**src/mrr_defines.svh**
```systemverilog
// offsets, field positions and reset values of the result bank
// assumes inclusion by bare name from package or modules
`ifndef MRR_DEFINES_SVH
`define MRR_DEFINES_SVH
`define MRR_BUS_RESULT_HI  8'h10
`define MRR_BUS_RESULT_LO  8'h11
`define MRR_SENSE_RESULT_HI 8'h12
`define MRR_SENSE_RESULT_LO 8'h13
`define MRR_BUS_ACC_B3     8'h14
`define MRR_BUS_ACC_B0     8'h17
`define MRR_CUR_ACC_B3     8'h18
`define MRR_CUR_ACC_B0     8'h1B
`define MRR_RESULT_LSB     6
`define MRR_ACC_LSB        7
`define MRR_SHIFT_11BIT    3
`define MRR_RESET_VALUE    32'h0000_0000
`endif

```
**src/mrr_pkg.sv**
```systemverilog
// types of the measurement result bank
// assumes mrr_defines.svh on the include path
package mrr_pkg;
  typedef logic [9:0]  mrr_avg_t;
  typedef logic [24:0] mrr_sum_t;
  typedef logic [13:0] mrr_sample_t;
  typedef enum logic [1:0] {
    MRR_IDLE = 2'b01,
    MRR_READ = 2'b10
  } mrr_phase_e;
  typedef struct packed {
    mrr_avg_t   bus_avg_value;
    mrr_avg_t   sense_avg_value;
    mrr_sum_t   bus_sum_value;
    mrr_sum_t   current_sum_value;
    mrr_phase_e phase;
    logic [7:0] rdata;
  } mrr_state_s;
endpackage : mrr_pkg

```
**src/mrr_acc_if.sv**
```systemverilog
// carrier between bank and one accumulator lane
// assumes one clock domain
`timescale 1ns/1ps
`default_nettype none
interface mrr_acc_if;
  import mrr_pkg::*;
  logic        clear;
  logic        add;
  logic        res11;
  mrr_sample_t sample;
  mrr_sum_t    sum;
  modport bank (output clear, output add, output res11, output sample,
                input sum);
  modport lane (input clear, input add, input res11, input sample,
                output sum);
endinterface : mrr_acc_if
`default_nettype wire

```
**src/mrr_acc_lane.sv**
```systemverilog
// one 25-bit accumulator lane in 14-bit count units
// assumes samples arrive synchronous to clk, one per add pulse
`timescale 1ns/1ps
`default_nettype none
`include "mrr_defines.svh"
module mrr_acc_lane
  import mrr_pkg::*;
(
  input  wire logic clk,   // 20 MHz clock
  input  wire logic rst_n, // sync reset, low
  mrr_acc_if.lane   acc    // lane controls and sum
);
  typedef struct packed {
    mrr_sum_t sum;
  } mrr_lane_s;
  mrr_lane_s cur;
  mrr_lane_s next_cur;
  mrr_sum_t  addend;

  always_comb begin
    next_cur = cur;
    // 11-bit codes sit in the top of the 14-bit range
    if (acc.res11) begin
      addend = {14'h0000, acc.sample[10:0]} << `MRR_SHIFT_11BIT;
    end else begin
      addend = {11'h000, acc.sample};
    end
    if (acc.clear) begin
      next_cur.sum = '0;
    end else if (acc.add) begin
      next_cur.sum = cur.sum + addend;
    end
  end

  always_ff @(posedge clk) begin
    if (!rst_n) begin
      cur <= '0;
    end else begin
      cur <= next_cur;
    end
  end

  assign acc.sum = cur.sum;

  low_bits_zero_a: assert property (@(posedge clk) disable iff (!rst_n)
    (acc.res11 && acc.add && !acc.clear && cur.sum[2:0] == 3'h0)
      |=> cur.sum[2:0] == 3'h0)
    else $error("11-bit sum low bits populated");
  sum_step_a: assert property (@(posedge clk) disable iff (!rst_n)
    (acc.add && !acc.clear && !acc.res11)
      |=> cur.sum == $past(cur.sum) + {11'h000, $past(acc.sample)})
    else $error("14-bit sum step wrong");
endmodule : mrr_acc_lane
`default_nettype wire

```
**src/mrr_result_bank.sv**
```systemverilog
// read-only result and accumulator bank, byte-addressed
// assumes a serial management front end giving byte address and strobes
// and a measurement engine driving the update port, all on clk
`timescale 1ns/1ps
`default_nettype none
`include "mrr_defines.svh"
module mrr_result_bank
  import mrr_pkg::*;
(
  input  wire logic        clk,          // 20 MHz clock
  input  wire logic        rst_n,        // sync reset, low
  input  wire logic [7:0]  reg_addr,     // byte address
  input  wire logic        reg_rd,       // read strobe
  input  wire logic        reg_wr,       // write strobe, ignored
  input  wire logic [7:0]  reg_wdata,    // write data, ignored
  output logic      [7:0]  reg_rdata,    // read data, registered
  output logic             reg_hit,      // address maps here
  input  wire logic        int_start,    // integration begins
  input  wire logic        int_end,      // integration ends, Read state
  input  wire logic        res11,        // 11-bit resolution
  input  wire logic        rail_smp,     // rail sample valid
  input  wire mrr_sample_t rail_voltage, // rail sample
  input  wire logic        shunt_smp,    // shunt sample valid
  input  wire mrr_sample_t shunt_voltage,// shunt sample
  input  wire logic        avg_load,     // load new averages
  input  wire mrr_avg_t    bus_avg_in,   // new rail average
  input  wire mrr_avg_t    sense_avg_in, // new shunt average
  output logic             sums_valid    // Read state, sums valid
);
  mrr_state_s cur;
  mrr_state_s next_cur;
  logic [31:0] bus_word;
  logic [31:0] cur_word;
  logic [15:0] bus_res;
  logic [15:0] sense_res;
  logic        in_read;

  mrr_acc_if bus_acc ();
  mrr_acc_if cur_acc ();

  // sums are only frozen and meaningful once integration ended
  assign in_read = (cur.phase == MRR_READ);

  assign bus_acc.clear  = int_start;
  assign bus_acc.add    = rail_smp && !in_read;
  assign bus_acc.res11  = res11;
  assign bus_acc.sample = rail_voltage;
  assign cur_acc.clear  = int_start;
  assign cur_acc.add    = shunt_smp && !in_read;
  assign cur_acc.res11  = res11;
  assign cur_acc.sample = shunt_voltage;

  mrr_acc_lane u_bus_lane (
    .clk   (clk),
    .rst_n (rst_n),
    .acc   (bus_acc)
  );
  mrr_acc_lane u_cur_lane (
    .clk   (clk),
    .rst_n (rst_n),
    .acc   (cur_acc)
  );

  assign bus_res   = {cur.bus_avg_value, 6'h00};
  assign sense_res = {cur.sense_avg_value, 6'h00};
  assign bus_word  = {cur.bus_sum_value, 7'h00};
  assign cur_word  = {cur.current_sum_value, 7'h00};

  always_comb begin
    next_cur = cur;
    next_cur.bus_sum_value     = bus_acc.sum;
    next_cur.current_sum_value = cur_acc.sum;
    if (int_start) begin
      next_cur.phase = MRR_IDLE;
    end else if (int_end) begin
      next_cur.phase = MRR_READ;
    end
    if (avg_load) begin
      next_cur.bus_avg_value   = bus_avg_in;
      next_cur.sense_avg_value = sense_avg_in;
    end
    // writes never reach the state; reads only pick a byte
    if (reg_rd) begin
      unique case (reg_addr)
        `MRR_BUS_RESULT_HI:   next_cur.rdata = bus_res[15:8];
        `MRR_BUS_RESULT_LO:   next_cur.rdata = bus_res[7:0];
        `MRR_SENSE_RESULT_HI: next_cur.rdata = sense_res[15:8];
        `MRR_SENSE_RESULT_LO: next_cur.rdata = sense_res[7:0];
        8'h14:                next_cur.rdata = bus_word[31:24];
        8'h15:                next_cur.rdata = bus_word[23:16];
        8'h16:                next_cur.rdata = bus_word[15:8];
        `MRR_BUS_ACC_B0:      next_cur.rdata = bus_word[7:0];
        8'h18:                next_cur.rdata = cur_word[31:24];
        8'h19:                next_cur.rdata = cur_word[23:16];
        8'h1A:                next_cur.rdata = cur_word[15:8];
        `MRR_CUR_ACC_B0:      next_cur.rdata = cur_word[7:0];
        default:              next_cur.rdata = 8'h00;
      endcase
    end
  end

  always_ff @(posedge clk) begin
    if (!rst_n) begin
      cur       <= '0;
      cur.phase <= MRR_IDLE;
    end else begin
      cur <= next_cur;
    end
  end

  assign reg_rdata  = cur.rdata;
  assign reg_hit    = (reg_addr >= `MRR_BUS_RESULT_HI) &&
                      (reg_addr <= `MRR_CUR_ACC_B0);
  assign sums_valid = in_read;

  bus_hi_read_a: assert property (@(posedge clk) disable iff (!rst_n)
    (reg_rd && reg_addr == 8'h10)
      |=> reg_rdata == $past(cur.bus_avg_value[9:2]))
    else $error("bus result high byte wrong");
  sense_lo_read_a: assert property (@(posedge clk) disable iff (!rst_n)
    (reg_rd && reg_addr == 8'h13)
      |=> reg_rdata == {$past(cur.sense_avg_value[1:0]), 6'h00})
    else $error("sense result low byte wrong");
  result_lsb_zero_a: assert property (@(posedge clk) disable iff (!rst_n)
    (reg_rd && (reg_addr == 8'h11 || reg_addr == 8'h13))
      |=> reg_rdata[5:0] == 6'h00)
    else $error("result low bits not zero");
  bus_acc_top_a: assert property (@(posedge clk) disable iff (!rst_n)
    (reg_rd && reg_addr == 8'h14)
      |=> reg_rdata == $past(cur.bus_sum_value[24:17]))
    else $error("bus sum top byte wrong");
  cur_acc_mid_a: assert property (@(posedge clk) disable iff (!rst_n)
    (reg_rd && reg_addr == 8'h1A)
      |=> reg_rdata == $past(cur.current_sum_value[8:1]))
    else $error("current sum byte wrong");
  acc_lsb_zero_a: assert property (@(posedge clk) disable iff (!rst_n)
    (reg_rd && (reg_addr == 8'h17 || reg_addr == 8'h1B))
      |=> reg_rdata[6:0] == 7'h00)
    else $error("sum low bits not zero");
  read_freeze_a: assert property (@(posedge clk) disable iff (!rst_n)
    (in_read && !int_start) [*2]
      |-> $stable(cur.bus_sum_value))
    else $error("sum moved in Read state");
  write_noeffect_a: assert property (@(posedge clk) disable iff (!rst_n)
    (reg_wr && !avg_load)
      |=> $stable(cur.bus_avg_value) && $stable(cur.sense_avg_value))
    else $error("write changed a result");
endmodule : mrr_result_bank
`default_nettype wire

```
**config.mk**
```make
export PLATFORM = sky130hd
export DESIGN_NAME = mrr_result_bank
export DESIGN_NICKNAME = d
export VERILOG_FILES = /design/src/mrr_pkg.sv /design/src/mrr_acc_if.sv /design/src/mrr_acc_lane.sv /design/src/mrr_result_bank.sv
export VERILOG_INCLUDE_DIRS = /design/src
export SDC_FILE = /design/constraint.sdc
export NUM_CORES = 1
export LEC_CHECK = 0
export BUFFER_PORTS_ARGS = -buffer_cell sky130_fd_sc_hd__buf_2
export CORE_ASPECT_RATIO = 1.4
export CORE_MARGIN = 2
export CORE_UTILIZATION = 45
export CTS_CLUSTER_DIAMETER = 50
export DETAILED_ROUTE_END_ITERATION = 10
export HOLD_SLACK_MARGIN = 0.15
export SETUP_SLACK_MARGIN = 0.1
export SLEW_MARGIN = 10
export SYNTH_ARGS = -nofsm -noshare
export SYNTH_HDL_FRONTEND = slang
export SYNTH_SLANG_ARGS = --single-unit
```
**constraint.sdc**
```tcl
create_clock -name clk -period 3.4 [get_ports clk]
set_clock_uncertainty 0.05 [all_clocks]
set_input_delay 0.17 -clock clk [delete_from_list [all_inputs] [get_ports clk]]
set_output_delay 0.17 -clock clk [all_outputs]
set_load 0.01 [all_outputs]
```
==> results_dict.tcl, run 1 <==
set metrics [dict create \
    clk_pin_slew_ps 50 \
    powerDensity_nw_per_um2 460 \
    clock_latency_ps 410 \
    dr.pass1.iters 5 \
    final_common_cell "dfxtp_1" \
    cp_max_fo 24 \
    slowest_stage "nor3_1" \
    die_y_um 151 \
    worstHoldStart "rail_smp" \
    gr-usage-all-layers_pct 21.7 \
    grt.overflow.total 0 \
    seq_area_frac_synth_pct 37.5 \
    hold_path_class "input port to register" \
    synth_area_um2 6950 \
    initial_core_util_pct 46.1 \
    path_class "input port to register" \
    final-setup-viol-count 0 \
    cts_buffers 17 \
    fmax_ghz 0.366 \
    cts.htree.levels 4 \
    detail_route.vias_per_cell 5.44 \
    tightest_slew_ps 834 \
    synth-async-reset-ratio_pct 0 \
    syn_nets 890 \
    ys.flop_type "dfxtp_1" \
    clock_path_buffers 2 \
    antenna_found_initial 0 \
    fin_cells 1066 \
    cp-startpoint "res11" \
    cp_common_cell "a21oi_1" \
    cts_tree "built" \
    power_uw 3760 \
    ant_nets 0 \
    start_kind "input port" \
    areaGrowthSynthToFinish_pct 17.6 \
    ioPinCount 84 \
    fin_crit_sh_pct 80.3 \
    synth_top_cell_area_share_pct 37.5 \
    drt_iter0_markers 274 \
    placedCellCount 1011 \
    endpoint_kind "register" \
    crit_chain "buf_2 > buf_4 > mux2_2 > ha_1 > a21oi_1 > nand2_1 > a31oi_1 > nor3_1 > a21oi_1 > a31o_2" \
    synthTopCellsByArea "dfxtp_1 37%, mux2i_1 5.2%, and2_1 5.1%" \
    die-area_um2 16500 \
    portBuffers 74 \
    worstPathRequired_ps 3660 \
    most-common-layout-cells "130 x dfxtp_1, 78 x nand2_1, 74 x buf_2" \
    via_count 5801 \
    slew_viol_final 0 \
    layout-drive-gt1-share_pct 17.8 \
    maxSlewHeadroom_pct 44.1 \
    routed_wl_um 17000 \
    rsz0062_at_grt "no" \
    ys_seq_elements 130 \
    synth_top_area_cell "dfxtp_1" \
    worst_r2r_startpoint "u_cur_lane.acc.sum[0]" \
    finalSetupTns_ps 0 \
    die_w_um 109 \
    syn_avg_cell_area_um2 8.84 \
    p_leak_uw 0.00343 \
    maxCapViolCount 0 \
    placement_rows 53 \
    cts-root-buf "clkbuf_16" \
    grt_max_degree 78 \
    antenna_cells 0 \
    synth_edf_count 0 \
    finalHoldViolCount 0 \
    ir_drop_uv 284 \
    status "complete, no violations" \
    arrival_ps 2990 \
    synth_cell_types 66 \
    final_nets 965 \
    numClockSinks 130 \
    core_um2 15100 \
    gp_congestion 0.928 \
    yosysWarnings 0 \
    seq_area_um2 2600 \
    min_period_ps 2730 \
    wl_per_cell_um 16.0 \
    remaining_drc_errors 0 \
    grt_pass1_wl_um 27800 \
    first_global_vias 5598 \
    cp_slowest_stage_delay_ps 610 \
    fillers 1409 \
    hpwl_um 12700 \
    postSynthCellCount 786 \
    multi_input_area_um2 4100 \
]
-- sequential cells by signal, summed over array words and instances, names as in the netlist --
register and count:
reg_rdata 8, bus_res 10, cur 37, u_cur_lane.acc.sum 25, u_bus_lane.acc.sum 25, bus_word 25
-- kinds of logic after synthesis --
group / share of synthesized area (%)
AO/OA/AOI/OAI: 17.3
XOR/XNOR: 3.15
adder cells (fa/ha/maj): 5.62
buffers and inverters: 3.58
flip-flops: 37.5
multiplexers: 9.57
AND/OR/NAND/NOR: 23.3
-- what timing repair did --
action	4_1_cts	5_1_grt
hold endpoints to repair	27	0
setup buffers	0	0
hold buffers	23	0
resized for setup	0	0
-- cell type report --
cell class              instances  share of cell area [%]
well taps                     192                    2.94
flip-flops and latches        130                    31.9
multi-input cells             601                    50.2
clock buffers                  19                    5.30
inverters                       7                   0.322
clock inverters                13                    1.39
repair buffers                104                    8.00
-- cell usage after synthesis, drive strengths merged, types with 6 or more instances --
cell / count
dfxtp: 130
nand2: 78
a21oi: 60
and2: 58
mux2i: 36
nor2: 36
o21ai: 35
nand3: 34
clkbuf: 33
nor2b: 33
ha: 28
mux2: 25
xnor2: 18
nor3: 16
a21o: 15
buf: 15
a211oi: 10
a31o: 8
a31oi: 8
nand4: 8
inv: 7
xor2: 7
and3: 6
nand3b: 6
-- power breakdown --
group	switching [uW]	internal, uW
registers	30.9	1570
clock network	670	1000
logic	274	213
total	974	2780
-- metrics by stage --
stage / instance area (um2) / util (%) / worst slack, ps / hold WS, ps
floorplan: 6950 / - / 376 / 220
global placement: 7390 / 49.1 / 385 / 325
detailed placement: 7390 / 49.1 / 270 / 325
CTS: 8170 / 54.2 / 729 / 173
global route: 8170 / 54.2 / 393 / 229
finish: 8170 / 54.2 / 671 / 203
-- critical path: cells and delay by family --
family,cells,cell delay [ps]
adders and majority gates,1,430
and+or+nand+nor,2,700
AOI/OAI and AO/OA,4,690
buffers and inverters,2,630
muxes,1,340
-- per-layer routing --
metal / vias up / part of all wire, % / global-route usage, %
li1: 2973 / - / -
met1: 2658 / 46 / 27.5
met2: 142 / 48 / 36.0
met3: 28 / 4.6 / 4.86
met4: 0 / 2.1 / 8.01
met5: - / 0 / 0
-- path summary, 6_finish.rpt --
kind	end	slack, ps	depth (start not counted)
hold / removal	u_bus_lane.acc.sum[18]	200	4
hold reg to reg	cur[8]	410	2
setup reg to reg	u_cur_lane.acc.sum[18]	810	8
setup / recovery	u_bus_lane.acc.sum[20]	670	10
Power figures use the tool's default switching activity.
==> run 2, diff against run 1 <==
--- a/config.mk
+++ b/config.mk
@@ -13,6 +13,7 @@
 export CTS_CLUSTER_DIAMETER = 50
 export DETAILED_ROUTE_END_ITERATION = 10
 export HOLD_SLACK_MARGIN = 0.15
+export PLACE_DENSITY = 0.67
 export SETUP_SLACK_MARGIN = 0.1
 export SLEW_MARGIN = 10
 export SYNTH_ARGS = -nofsm -noshare
==> constraint.sdc (replaced) <==
create_clock -name clk -period 2.25 [get_ports clk]
set_clock_uncertainty 0.05 [all_clocks]
set_input_delay 0.1125 -clock clk [delete_from_list [all_inputs] [get_ports clk]]
set_output_delay 0.1125 -clock clk [all_outputs]
set_load 0.01 [all_outputs]
==> results_dict.tcl, run 2 (synthesized netlist as in run 1, its figures left out) <==
set metrics [dict create \
    ant_nets 0 \
    cts_buffers 17 \
    start_kind "register" \
    die_y_um 151 \
    hpwl_um 13400 \
    reg2regPathDepth 9 \
    status "complete, no violations" \
    gr-usage-all-layers_pct 22.6 \
    portBuffers 74 \
    maxSlewHeadroom_pct 60.8 \
    clk_pin_slew_ps 50 \
    die_w_um 109 \
    final_common_cell "dfxtp_1" \
    areaGrowthSynthToFinish_pct 34.4 \
    numClockSinks 130 \
    placement_rows 53 \
    path_class "register to register" \
    via_count 6144 \
    whs_ps 196 \
    worstPathRequired_ps 2550 \
    fmax_ghz 0.450 \
    most-common-layout-cells "119 x dfxtp_1, 89 x buf_4, 78 x nand2_1" \
    tightest_slew_ps 588 \
    initial_core_util_pct 46.1 \
    antenna_found_initial 0 \
    dr.pass1.iters 5 \
    rsz0062_at_grt "yes" \
    hold_path_depth 3 \
    final_nets 1052 \
    wl_per_cell_um 15.8 \
    die-area_um2 16500 \
    endpoint_kind "register" \
    detail_route.vias_per_cell 5.33 \
    fillers 1229 \
    antenna_cells 0 \
    grt_pass1_wl_um 29100 \
    cp_max_fo 6 \
    hold_path_class "input port to register" \
    fin_util_pct 62.0 \
    drt_iter0_markers 335 \
    remaining_drc_errors 0 \
    finalHoldViolCount 0 \
    gp_congestion 0.927 \
    final-setup-viol-count 0 \
    powerDensity_nw_per_um2 654 \
    ir_drop_uv 449 \
    p_leak_uw 0.00393 \
    layout-drive-gt1-share_pct 31.3 \
    seq_area_um2 2620 \
    largest_register_ffs 37 \
    first_global_vias 6017 \
    core_um2 15100 \
    clock_latency_ps 410 \
    cts-root-buf "clkbuf_16" \
    routed_wl_um 18200 \
    maxCapViolCount 0 \
    ioPinCount 84 \
    multi_input_area_um2 4530 \
    cts.htree.levels 4 \
    clock_path_buffers 2 \
    arrival_ps 2520 \
    regMostFlops "cur" \
    fin_crit_sh_pct 98.8 \
    worstHoldStart "shunt_smp" \
    slew_viol_final 0 \
    grt_max_degree 78 \
    grt.overflow.total 0 \
    min_period_ps 2220 \
    cts_tree "built" \
    worst_r2r_startpoint "u_bus_lane.acc.sum[0]" \
    cp-startpoint "u_bus_lane.acc.sum[0]" \
    power_uw 6100 \
]
[run 2: changes by cell type in the layout (fill, tap and decap cells not counted), sizes merged]
cell         delta
buf            +85
clkinv          -4
clkinvlp        +1
inv             -1
clkbuf          +3
dlygate4sd3     +2
bufinv          +1
[run 2: metal layers]
| layer | vias to the layer above | part of all wire (%) | track usage (%) |
|---|---|---|---|
| li1 | 3147 | - | - |
| met1 | 2815 | 44 | 27.1 |
| met2 | 154 | 50 | 40.1 |
| met3 | 28 | 4.1 | 4.09 |
| met4 | 0 | 2.1 | 7.95 |
| met5 | - | 0 | 0 |
[run 2: path summary, 6_finish.rpt]
kind	endpoint	slack (ps)
max	u_bus_lane.acc.sum[18]	30
min	u_cur_lane.acc.sum[10]	200
max reg2reg	u_bus_lane.acc.sum[18]	30
min reg2reg	bus_word[26]	410
[run 2: critical path, cell delays in order (launching register included)]
cell      delay (ps)
dfxtp_2          330
ha_4             170
fa_2             380
a21o_1           190
a311o_1          310
a211oi_4         210
buf_6            150
nor3_4            60
a31o_2           260
nand2_1           50
[run 2: where the power goes]
| part | switching (uW) | total [uW] | internal (uW) |
|---|---|---|---|
| Combinational | 495 | 999 | 504 |
| Clock | 968 | 2680 | 1710 |
| Sequential | 55.9 | 2420 | 2370 |
| Total | 1520 | 6100 | 4580 |
[run 2: layout make-up]
class / count / area share [%]
inverters: 7 / 0.282
multi-input cells: 601 / 48.6
clock buffers: 22 / 5.08
repair buffers: 191 / 14.3
flip-flops and latches: 130 / 28.1
clock inverters: 10 / 1.15
well taps: 192 / 2.57
[run 2: repair_timing]
action	4_1_cts	5_1_grt
setup buffers	5	2
pin swaps	9	9
hold endpoints to repair	28	0
gates resized for setup	11	44
endpoints found under the setup margin	20	31
hold buffers	25	0
[run 2: through the flow]
| stage | worst slack, ps | setup TNS, ps | instance area, um2 | std cells |
|---|---|---|---|---|
| final | 28.0 | 0 | 9330 | 1153 |
| after global routing | -69.0 | -248 | 9330 | 1153 |
| after CTS | 30.3 | 0 | 9120 | 1151 |
| after detailed placement | -306 | -5070 | 8200 | 1089 |
| after global placement | -278 | -4620 | 8200 | 1089 |
| after floorplan | -61.5 | -183 | 7200 | 786 |
